### config.mk
export PLATFORM = sky130hd
export DESIGN_NAME = eight_bit_timer_two_compare
export DESIGN_NICKNAME = d
export VERILOG_FILES = /design/src/logic/eight_bit_timer_two_compare.v
export VERILOG_INCLUDE_DIRS = /design/src /design/src/pkg
export SDC_FILE = /design/constraint.sdc
export NUM_CORES = 1
export LEC_CHECK = 0
export BUFFER_PORTS_ARGS = -buffer_cell sky130_fd_sc_hd__buf_2
export CORE_MARGIN = 1.5
export CORE_UTILIZATION = 54
export CTS_CLUSTER_SIZE = 25
export DETAILED_ROUTE_END_ITERATION = 12
export PLACE_DENSITY_LB_ADDON = 0.05
export SLEW_MARGIN = 20
export SYNTH_ARGS = -nofsm -noshare
export SYNTH_HDL_FRONTEND = slang
export SYNTH_SLANG_ARGS = --single-unit
### constraint.sdc
create_clock -name clk -period 2.8 [get_ports clk]
set_input_delay 0.56 -clock clk [delete_from_list [all_inputs] [get_ports clk]]
set_output_delay 0.56 -clock clk [all_outputs]
set_load 0.05 [all_outputs]
### src/pkg/timer_two_compare_regs.vh
// register map, field positions and reset values of the two-compare timer
//
// Summary of operation
// - counter and both compare value registers are eight bits wide
// - two compare units, A and B, each compare against the shared counter
// - three interrupt sources: overflow, match A and match B
// - every pending request is readable in the timer flag register
// - each request is gated by its own timer mask register bit
// - tick comes from the prescaled internal clock or the external input
// - clock select picks source and, for the external input, its edge
// - three-bit clock select field in timer control B picks the tick
// - counter neither counts nor clears while no clock is selected
// - both compare values are checked against the counter on every tick except the first tick after a counter write
// - a compare match sets that unit's match flag
// - match results drive the waveform generator and the wave outputs
// - in the pwm modes compare values are double buffered behind a software buffer
// - clear-on-match mode reloads the counter to zero on match A
// - glitch-free phase correct PWM mode is supported
// - counter is at its floor when it becomes 0x00
// - counter is at its ceiling when it becomes 0xFF
// - top is either 0xFF or compare value A, chosen by mode
// - a counter write wins over any clear or count in that cycle
// - a match sets its flag one timer tick after the match
// - a match flag clears on interrupt acknowledge or a written one
// - a counter write suppresses matches during the next tick
`ifndef TIMER_TWO_COMPARE_REGS_VH
`define TIMER_TWO_COMPARE_REGS_VH

// byte offsets on the register bus
`define OFS_TIMER_CONTROL_A 8'h00
`define OFS_TIMER_CONTROL_B 8'h04
`define OFS_TIMER_COUNT 8'h08
`define OFS_COMPARE_VALUE_A 8'h0C
`define OFS_COMPARE_VALUE_B 8'h10
`define OFS_TIMER_MASK 8'h14
`define OFS_TIMER_FLAG 8'h18

// timer control a fields
`define CTLA_MODE_LO 1:0
`define CTLA_OUT_B 5:4
`define CTLA_OUT_A 7:6
// timer control b fields
`define CTLB_CLOCK_SELECT 2:0
`define CTLB_MODE_HI 3
`define CTLB_FORCE_B 6
`define CTLB_FORCE_A 7

// flag and mask bit positions
`define FLAG_OVERFLOW 0
`define FLAG_MATCH_A 1
`define FLAG_MATCH_B 2

// waveform modes
`define MODE_NORMAL 3'h0
`define MODE_PHASE_FF 3'h1
`define MODE_CLEAR_ON_MATCH 3'h2
`define MODE_FAST_FF 3'h3
`define MODE_PHASE_A 3'h5
`define MODE_FAST_A 3'h7

// counter limits and reset values
`define COUNT_BOTTOM 8'h00
`define COUNT_MAX 8'hFF
`define RESET_BYTE 8'h00
`define PRESCALE_WIDTH 10

`endif

### src/logic/eight_bit_timer_two_compare.v
// eight-bit timer with two compare units behind an axi4-lite slave
`timescale 1ns/10ps
`include "timer_two_compare_regs.vh"

module eight_bit_timer_two_compare #(
	parameter ADDR_WIDTH = 8
) (
	input wire clk,
	input wire reset,
	input wire ce,
	input wire [ADDR_WIDTH-1:0] awaddr,
	input wire awvalid,
	output reg awready,
	input wire [31:0] wdata,
	input wire [3:0] wstrb,
	input wire wvalid,
	output reg wready,
	output reg [1:0] bresp,
	output reg bvalid,
	input wire bready,
	input wire [ADDR_WIDTH-1:0] araddr,
	input wire arvalid,
	output reg arready,
	output reg [31:0] rdata,
	output reg [1:0] rresp,
	output reg rvalid,
	input wire rready,
	input wire externalCountInput,
	input wire ackOverflow,
	input wire ackMatchA,
	input wire ackMatchB,
	output reg irqOverflow,
	output reg irqMatchA,
	output reg irqMatchB,
	output reg waveOutA,
	output reg waveOutB
);

	// address decode shared by read and write: {valid, index}
	function [3:0] decodeReg;
		input [ADDR_WIDTH-1:0] a;
		begin
			case (a[7:0])
				`OFS_TIMER_CONTROL_A: decodeReg = 4'h8;
				`OFS_TIMER_CONTROL_B: decodeReg = 4'h9;
				`OFS_TIMER_COUNT: decodeReg = 4'hA;
				`OFS_COMPARE_VALUE_A: decodeReg = 4'hB;
				`OFS_COMPARE_VALUE_B: decodeReg = 4'hC;
				`OFS_TIMER_MASK: decodeReg = 4'hD;
				`OFS_TIMER_FLAG: decodeReg = 4'hE;
				default: decodeReg = 4'h0;
			endcase
		end
	endfunction

	// output action on match: 0 none, 1 toggle, 2 clear, 3 set
	function [1:0] matchAction;
		input [1:0] com;
		input isUnitA;
		input [2:0] mode;
		input up;
		begin
			matchAction = 2'h0;
			case (mode)
				`MODE_FAST_FF, `MODE_FAST_A: begin
					if (com[1])
						matchAction = com;
					else if (com == 2'h1 && isUnitA && mode == `MODE_FAST_A)
						matchAction = 2'h1;
				end
				`MODE_PHASE_FF, `MODE_PHASE_A: begin
					if (com[1])
						matchAction = (com[0] ^ up) ? 2'h2 : 2'h3;
					else if (com == 2'h1 && isUnitA && mode == `MODE_PHASE_A)
						matchAction = 2'h1;
				end
				default: matchAction = com;
			endcase
		end
	endfunction

	// applies an action code to the current output level
	function applyAction;
		input cur;
		input [1:0] act;
		begin
			case (act)
				2'h1: applyAction = ~cur;
				2'h2: applyAction = 1'b0;
				2'h3: applyAction = 1'b1;
				default: applyAction = cur;
			endcase
		end
	endfunction

	reg [7:0] timerControlA;
	reg [2:0] clockSelectField;
	reg modeHigh;
	reg [7:0] timerCount;
	reg [7:0] compareValueA;
	reg [7:0] compareValueB;
	reg [7:0] bufferA;
	reg [7:0] bufferB;
	reg [2:0] timerMaskRegister;
	reg [2:0] timerFlagRegister;
	reg countUp;
	reg blockNext;
	reg extPrev;
	reg [`PRESCALE_WIDTH-1:0] prescale;
	reg awHeld;
	reg wHeld;
	reg [ADDR_WIDTH-1:0] wrAddr;
	reg [31:0] wrData;
	reg [3:0] wrStrb;

	reg timerTick;
	reg [31:0] next_rdata;
	reg [7:0] next_count;
	reg next_up;
	reg next_overflow;
	reg reachTop;
	reg updateCompare;

	wire [2:0] mode = {modeHigh, timerControlA[`CTLA_MODE_LO]};
	wire fastPwm = (mode == `MODE_FAST_FF) || (mode == `MODE_FAST_A);
	wire phasePwm = (mode == `MODE_PHASE_FF) || (mode == `MODE_PHASE_A);
	wire anyPwm = fastPwm || phasePwm;
	wire topIsA = (mode == `MODE_CLEAR_ON_MATCH) ||
		(mode == `MODE_PHASE_A) || (mode == `MODE_FAST_A);
	wire [7:0] topValue = topIsA ? compareValueA : `COUNT_MAX;
	wire atBottom = (timerCount == `COUNT_BOTTOM);
	wire atMax = (timerCount == `COUNT_MAX);
	wire atTop = (timerCount == topValue);

	// bus handshake terms
	wire awTake = awvalid && awready;
	wire wTake = wvalid && wready;
	wire arTake = arvalid && arready;
	wire doWrite = awHeld && wHeld && !bvalid;
	wire [3:0] wrSel = decodeReg(wrAddr);
	wire [3:0] rdSel = decodeReg(araddr);
	wire wrLow = doWrite && wrStrb[0];
	wire wrCount = wrLow && wrSel == 4'hA;
	wire wrCtlB = wrLow && wrSel == 4'h9;
	wire next_awHeld = (awHeld && !doWrite) || awTake;
	wire next_wHeld = (wHeld && !doWrite) || wTake;
	wire next_bvalid = (bvalid && !bready) || doWrite;
	wire next_rvalid = (rvalid && !rready) || arTake;

	// both units compare on every tick unless a counter write blocks it
	wire matchA = timerTick && !blockNext &&
		timerCount == compareValueA;
	wire matchB = timerTick && !blockNext &&
		timerCount == compareValueB;
	wire forceA = wrCtlB && wrData[`CTLB_FORCE_A] && !anyPwm;
	wire forceB = wrCtlB && wrData[`CTLB_FORCE_B] && !anyPwm;

	// clock select: prescaled internal clock or chosen external edge
	always @* begin
		case (clockSelectField)
			3'h1: timerTick = 1'b1;
			3'h2: timerTick = &prescale[2:0];
			3'h3: timerTick = &prescale[5:0];
			3'h4: timerTick = &prescale[7:0];
			3'h5: timerTick = &prescale;
			3'h6: timerTick = extPrev && !externalCountInput; // falling
			3'h7: timerTick = !extPrev && externalCountInput; // rising
			default: timerTick = 1'b0; // stopped
		endcase
	end

	// next counter value for the selected sequence
	always @* begin
		next_count = timerCount + 8'h01;
		next_up = countUp;
		next_overflow = 1'b0;
		reachTop = 1'b0;
		updateCompare = !anyPwm;
		if (phasePwm) begin
			if (countUp && atTop) begin
				next_count = timerCount - 8'h01;
				next_up = 1'b0;
				updateCompare = 1'b1;
			end else if (!countUp && atBottom) begin
				next_count = timerCount + 8'h01;
				next_up = 1'b1;
				next_overflow = 1'b1;
			end else if (!countUp) begin
				next_count = timerCount - 8'h01;
			end
		end else if (fastPwm) begin
			next_up = 1'b1;
			if (atTop) begin
				next_count = `COUNT_BOTTOM;
				next_overflow = 1'b1;
				reachTop = 1'b1;
				updateCompare = 1'b1;
			end
		end else if (mode == `MODE_CLEAR_ON_MATCH) begin
			next_up = 1'b1;
			next_overflow = atMax;
			if (atTop)
				next_count = `COUNT_BOTTOM;
		end else begin
			next_up = 1'b1;
			next_overflow = atMax; // wrap to zero
		end
	end

	// read data mux
	always @* begin
		case (rdSel)
			4'h8: next_rdata = {24'h000000, timerControlA};
			4'h9: next_rdata = {28'h0000000, modeHigh, clockSelectField};
			4'hA: next_rdata = {24'h000000, timerCount};
			4'hB: next_rdata = {24'h000000, bufferA};
			4'hC: next_rdata = {24'h000000, bufferB};
			4'hD: next_rdata = {29'h00000000, timerMaskRegister};
			4'hE: next_rdata = {29'h00000000, timerFlagRegister};
			default: next_rdata = 32'h00000000;
		endcase
	end

	// axi4-lite slave channels
	always @(posedge clk) begin
		if (reset) begin
			awready <= 1'b0;
			wready <= 1'b0;
			arready <= 1'b0;
			bvalid <= 1'b0;
			bresp <= 2'h0;
			rvalid <= 1'b0;
			rresp <= 2'h0;
			rdata <= 32'h00000000;
			awHeld <= 1'b0;
			wHeld <= 1'b0;
			wrAddr <= {ADDR_WIDTH{1'b0}};
			wrData <= 32'h00000000;
			wrStrb <= 4'h0;
		end else if (ce) begin
			awHeld <= next_awHeld;
			wHeld <= next_wHeld;
			bvalid <= next_bvalid;
			rvalid <= next_rvalid;
			awready <= !next_awHeld && !next_bvalid;
			wready <= !next_wHeld && !next_bvalid;
			arready <= !next_rvalid;
			if (awTake)
				wrAddr <= awaddr;
			if (wTake) begin
				wrData <= wdata;
				wrStrb <= wstrb;
			end
			if (doWrite)
				bresp <= wrSel[3] ? 2'h0 : 2'h2; // slverr when unmapped
			if (arTake) begin
				rdata <= next_rdata;
				rresp <= rdSel[3] ? 2'h0 : 2'h2;
			end
		end
	end

	// control, mask and compare registers
	always @(posedge clk) begin
		if (reset) begin
			timerControlA <= `RESET_BYTE;
			clockSelectField <= 3'h0;
			modeHigh <= 1'b0;
			timerMaskRegister <= 3'h0;
			bufferA <= `RESET_BYTE;
			bufferB <= `RESET_BYTE;
			compareValueA <= `RESET_BYTE;
			compareValueB <= `RESET_BYTE;
		end else if (ce) begin
			if (wrLow && wrSel == 4'h8)
				timerControlA <= wrData[7:0];
			if (wrCtlB) begin
				clockSelectField <= wrData[`CTLB_CLOCK_SELECT];
				modeHigh <= wrData[`CTLB_MODE_HI];
			end
			if (wrLow && wrSel == 4'hD)
				timerMaskRegister <= wrData[2:0];
			// software writes land in the buffer first
			if (wrLow && wrSel == 4'hB)
				bufferA <= wrData[7:0];
			if (wrLow && wrSel == 4'hC)
				bufferB <= wrData[7:0];
			// non-pwm copies at once, pwm only on the tick at top
			if (updateCompare && (!anyPwm || timerTick)) begin
				compareValueA <= bufferA;
				compareValueB <= bufferB;
			end
		end
	end

	// counter, direction and match blocking
	always @(posedge clk) begin
		if (reset) begin
			timerCount <= `RESET_BYTE;
			countUp <= 1'b1;
			blockNext <= 1'b0;
			extPrev <= 1'b0;
			prescale <= {`PRESCALE_WIDTH{1'b0}};
		end else if (ce) begin
			extPrev <= externalCountInput;
			prescale <= prescale + {{(`PRESCALE_WIDTH-1){1'b0}}, 1'b1};
			if (wrCount) begin
				timerCount <= wrData[7:0]; // write wins
				blockNext <= 1'b1; // even while stopped
			end else if (timerTick) begin
				timerCount <= next_count; // only on a tick
				countUp <= next_up;
				blockNext <= 1'b0;
			end
		end
	end

	// sticky flags: a set in the same cycle beats any clear
	always @(posedge clk) begin
		if (reset) begin
			timerFlagRegister <= 3'h0;
		end else if (ce) begin
			timerFlagRegister[`FLAG_OVERFLOW] <=
				(timerTick && next_overflow && !wrCount) ||
				(timerFlagRegister[`FLAG_OVERFLOW] && !ackOverflow &&
				!(wrLow && wrSel == 4'hE && wrData[`FLAG_OVERFLOW]));
			timerFlagRegister[`FLAG_MATCH_A] <= matchA ||
				(timerFlagRegister[`FLAG_MATCH_A] && !ackMatchA &&
				!(wrLow && wrSel == 4'hE &&
				wrData[`FLAG_MATCH_A]));
			timerFlagRegister[`FLAG_MATCH_B] <= matchB ||
				(timerFlagRegister[`FLAG_MATCH_B] && !ackMatchB &&
				!(wrLow && wrSel == 4'hE &&
				wrData[`FLAG_MATCH_B]));
		end
	end

	// masked interrupt requests, one per source
	always @(posedge clk) begin
		if (reset) begin
			irqOverflow <= 1'b0;
			irqMatchA <= 1'b0;
			irqMatchB <= 1'b0;
		end else if (ce) begin
			irqOverflow <= timerFlagRegister[`FLAG_OVERFLOW] &&
				timerMaskRegister[`FLAG_OVERFLOW];
			irqMatchA <= timerFlagRegister[`FLAG_MATCH_A] &&
				timerMaskRegister[`FLAG_MATCH_A];
			irqMatchB <= timerFlagRegister[`FLAG_MATCH_B] &&
				timerMaskRegister[`FLAG_MATCH_B];
		end
	end

	// waveform generator: bottom action in fast pwm, then match action
	always @(posedge clk) begin
		if (reset) begin
			waveOutA <= 1'b0;
			waveOutB <= 1'b0;
		end else if (ce) begin
			if (matchA || forceA)
				waveOutA <= applyAction(waveOutA, matchAction(
					timerControlA[`CTLA_OUT_A], 1'b1, mode, countUp));
			else if (timerTick && reachTop && !wrCount &&
				timerControlA[7])
				waveOutA <= ~timerControlA[6];
			if (matchB || forceB)
				waveOutB <= applyAction(waveOutB, matchAction(
					timerControlA[`CTLA_OUT_B], 1'b0, mode, countUp));
			else if (timerTick && reachTop && !wrCount &&
				timerControlA[5])
				waveOutB <= ~timerControlA[4];
		end
	end

endmodule // eight_bit_timer_two_compare

==> results.json <==
{
  "hold_viol": 0,
  "antenna_found_initial": 0,
  "fp.dieW_um": 107,
  "drc_errors": 0,
  "ant_nets": 0,
  "synth_top_area_share_pct": 37.4,
  "synthSimpleGateAreaFrac_pct": 22.7,
  "relSlewSlack_pct": 37.2,
  "grt_pass1_vias": 4864,
  "post-route-util_pct": 61.6,
  "drv_cap": 0,
  "hold_ws_ns": 0.389,
  "ctsHoldBuffers": 0,
  "via_per_inst": 5.86,
  "rows": 37,
  "wl_per_cell_um": 16.9,
  "timing.setup.tns_ns": 0,
  "io_buffers": 56,
  "fp.dieH_um": 107,
  "dieArea_um2": 11500,
  "power_leakage_uw": 0.00263,
  "dp_hpwl_um": 11100,
  "ioPinCount": 110,
  "synth.area.top_cells": "dfxtp_1 37%, mux2i_1 7.8%, a21oi_1 6.2%",
  "synth_common_cells": "110 x dfxtp_1, 87 x nand2_1, 76 x nor2_1",
  "grt.total_usage_pct": 27.9,
  "firstDrtPassIters": 6,
  "slew_violations": 0,
  "avgSynthCellArea_um2": 7.98,
  "ir_drop_mv": 0.424,
  "cts-htree-levels": 3,
  "synth_compound_area_share_pct": 18.3,
  "hold_path_class": "in -> reg",
  "synth-seq-cells": 110,
  "path_clk_slew_ns": 0.10,
  "syn2layout_area_growth_pct": 9.55,
  "core_area_um2": 10500,
  "status": "finished, final reports clean",
  "worst-path-max-fanout": 9,
  "worst_pin_slew_ns": 0.936,
  "cts_tree": "built",
  "post-place-ws_ns": 0.238,
  "end_kind": "flip-flop",
  "synth.most_common_cell": "dfxtp_1",
  "ys_types": 66,
  "drive_gt1_share_pct": 14.8,
  "drt_iter0_drc": 406,
  "grt_pass1_wl_um": 24900,
  "synth.area.mux_share_pct": 8.59,
  "setup_violations": 0,
  "cts_root_buffer": "clkbuf_8",
  "rsz0062_at_grt": "no",
  "cts_buffers": 9,
  "post_cts.repair.setup_buffers": 0,
  "synth_top_family_by_area": "simple AND/OR/NAND/NOR gates",
  "clock_latency_ns": 0.40,
  "powerDensity_nw_per_um2": 439,
  "fmax_mhz": 380,
  "synthesis.area_um2": 5890,
  "grt_max_degree": 74,
  "start_util_pct": 56.3,
  "crit_path_start_kind": "flip-flop",
  "synth_seq_area_share_pct": 37.4,
  "gp_congestion": 0.918,
  "synth-edff-count": 0,
  "synthArstFlopShare_pct": 0,
  "fillCellCount": 1000,
  "diodes": 0,
  "synth_xor_xnor_area_share_pct": 3.57,
  "cts_sinks": 110,
  "synth_cells": 738,
  "grt_overflow": 0,
  "ys_warn_count": 0,
  "synth-main-ff-cell": "dfxtp_1",
  "finalCritPeriodShare_pct": 94.1,
  "vias": 5412,
  "nets": 853,
  "drt_wl_total_um": 15600,
  "period_minus_slack_ns": 2.63,
  "cts-resized-gates": 0,
  "cp_data_required_time_ns": 3.05,
  "synth_top_area_cell": "dfxtp_1",
  "cts_buffer_depth": 2,
  "synthAdderAreaFrac_pct": 1.28,
  "arrival_ns": 2.88,
  "critical_path_class": "reg -> reg",
  "finalWorstSetupSlack_ns": 0.166,
  "skew_ns": 0.0113
}
## power by group
group | leakage, µW | switching [µW] | internal (µW)
Clock | 0.0000998 | 571 | 416
Sequential | 0.000888 | 22.0 | 1580
Combinational | 0.00165 | 186 | 55.3
Total | 0.00263 | 780 | 2050
## worst max-delay path, cell delays in order, from the launching register on
cell and delay (ns):
dfxtp_1 0.61, xor2_1 0.17, a2111oi_4 0.31, nand3_2 0.13, a21o_4 0.29, a21oi_1 0.35, o21ai_1 0.22, a221oi_1 0.30
o41ai_1 0.11
## placed cells by master (no fill, tap or decap), types with 7 or more instances in the layout
master / count
nor2b_1: 8
o21ai_0: 32
nand3_1: 42
a21oi_1: 73
clkbuf_8: 9
o22ai_1: 12
mux2i_1: 46
nand4_1: 16
inv_1: 19
conb_1: 26
nand2_1: 87
a31oi_1: 7
a22oi_1: 10
buf_4: 27
dfxtp_1: 110
xor2_1: 9
nor2_1: 76
xnor2_1: 15
nor3_1: 9
buf_2: 55
## logic make-up (layout without fill, tap and decap cells)
| kind of cell | after synthesis | after routing |
|---|---|---|
| buffers and inverters | 95 | 120 |
| muxes | 49 | 49 |
| DFF | 110 | 110 |
| xor gates and xnor gates | 24 | 24 |
| other | 1 | 26 |
| and+or+nand+nor | 282 | 282 |
| AOI/OAI and AO/OA | 171 | 171 |
| adders and majority gates | 6 | 6 |
## cell type report
| cell class | count | area (µm²) | area share, % |
|---|---|---|---|
| multi-input combinational | 558 | 3300 | 51.3 |
| sequential | 110 | 2200 | 34.2 |
| timing repair buffer | 83 | 498 | 7.72 |
| tap | 136 | 170 | 2.64 |
| clock buffer | 9 | 124 | 1.92 |
| inverter | 21 | 78.8 | 1.22 |
| clock inverter | 7 | 70.1 | 1.09 |
## metrics by stage
stage,instance area [µm²],instances,total power (µW)
after global routing,6450,924,2920
after detailed placement,6250,908,1880
after floorplan,5980,763,1840
after CTS,6450,924,2840
final,6450,924,2830
after global placement,6250,908,1870
## metal layers
metal / wire length (µm) / up-vias / GRT usage, %
li1: - / 2635 / -
met1: 6850 / 2567 / 37.4
met2: 7470 / 192 / 45.8
met3: 1100 / 18 / 5.93
met4: 219 / 0 / 6.95
met5: 0 / - / 0
## final timing paths
check	start	end	slack, ns	cells after the start
setup / recovery	timerCount[0]$_SDFFE_PP0P_	timerCount[5]$_SDFFE_PP0P_	0.17	8
hold reg to reg	wrAddr[7]$_SDFFE_PP0P_	wrAddr[7]$_SDFFE_PP0P_	0.46	2
setup reg to reg	timerCount[0]$_SDFFE_PP0P_	timerCount[5]$_SDFFE_PP0P_	0.17	8
hold / removal	wdata[6]	wrData[6]$_SDFFE_PP0P_	0.39	3
## sequential cells by signal, summed over array words and instances, names as in the netlist, 8 cells and up
name	cells
rdata	8
compareValueB	8
bufferA	8
bufferB	8
prescale	10
wrData	8
timerControlA	8
wrAddr	8
timerCount	8
compareValueA	8
No activity file was read; power rests on OpenSTA's default activity.
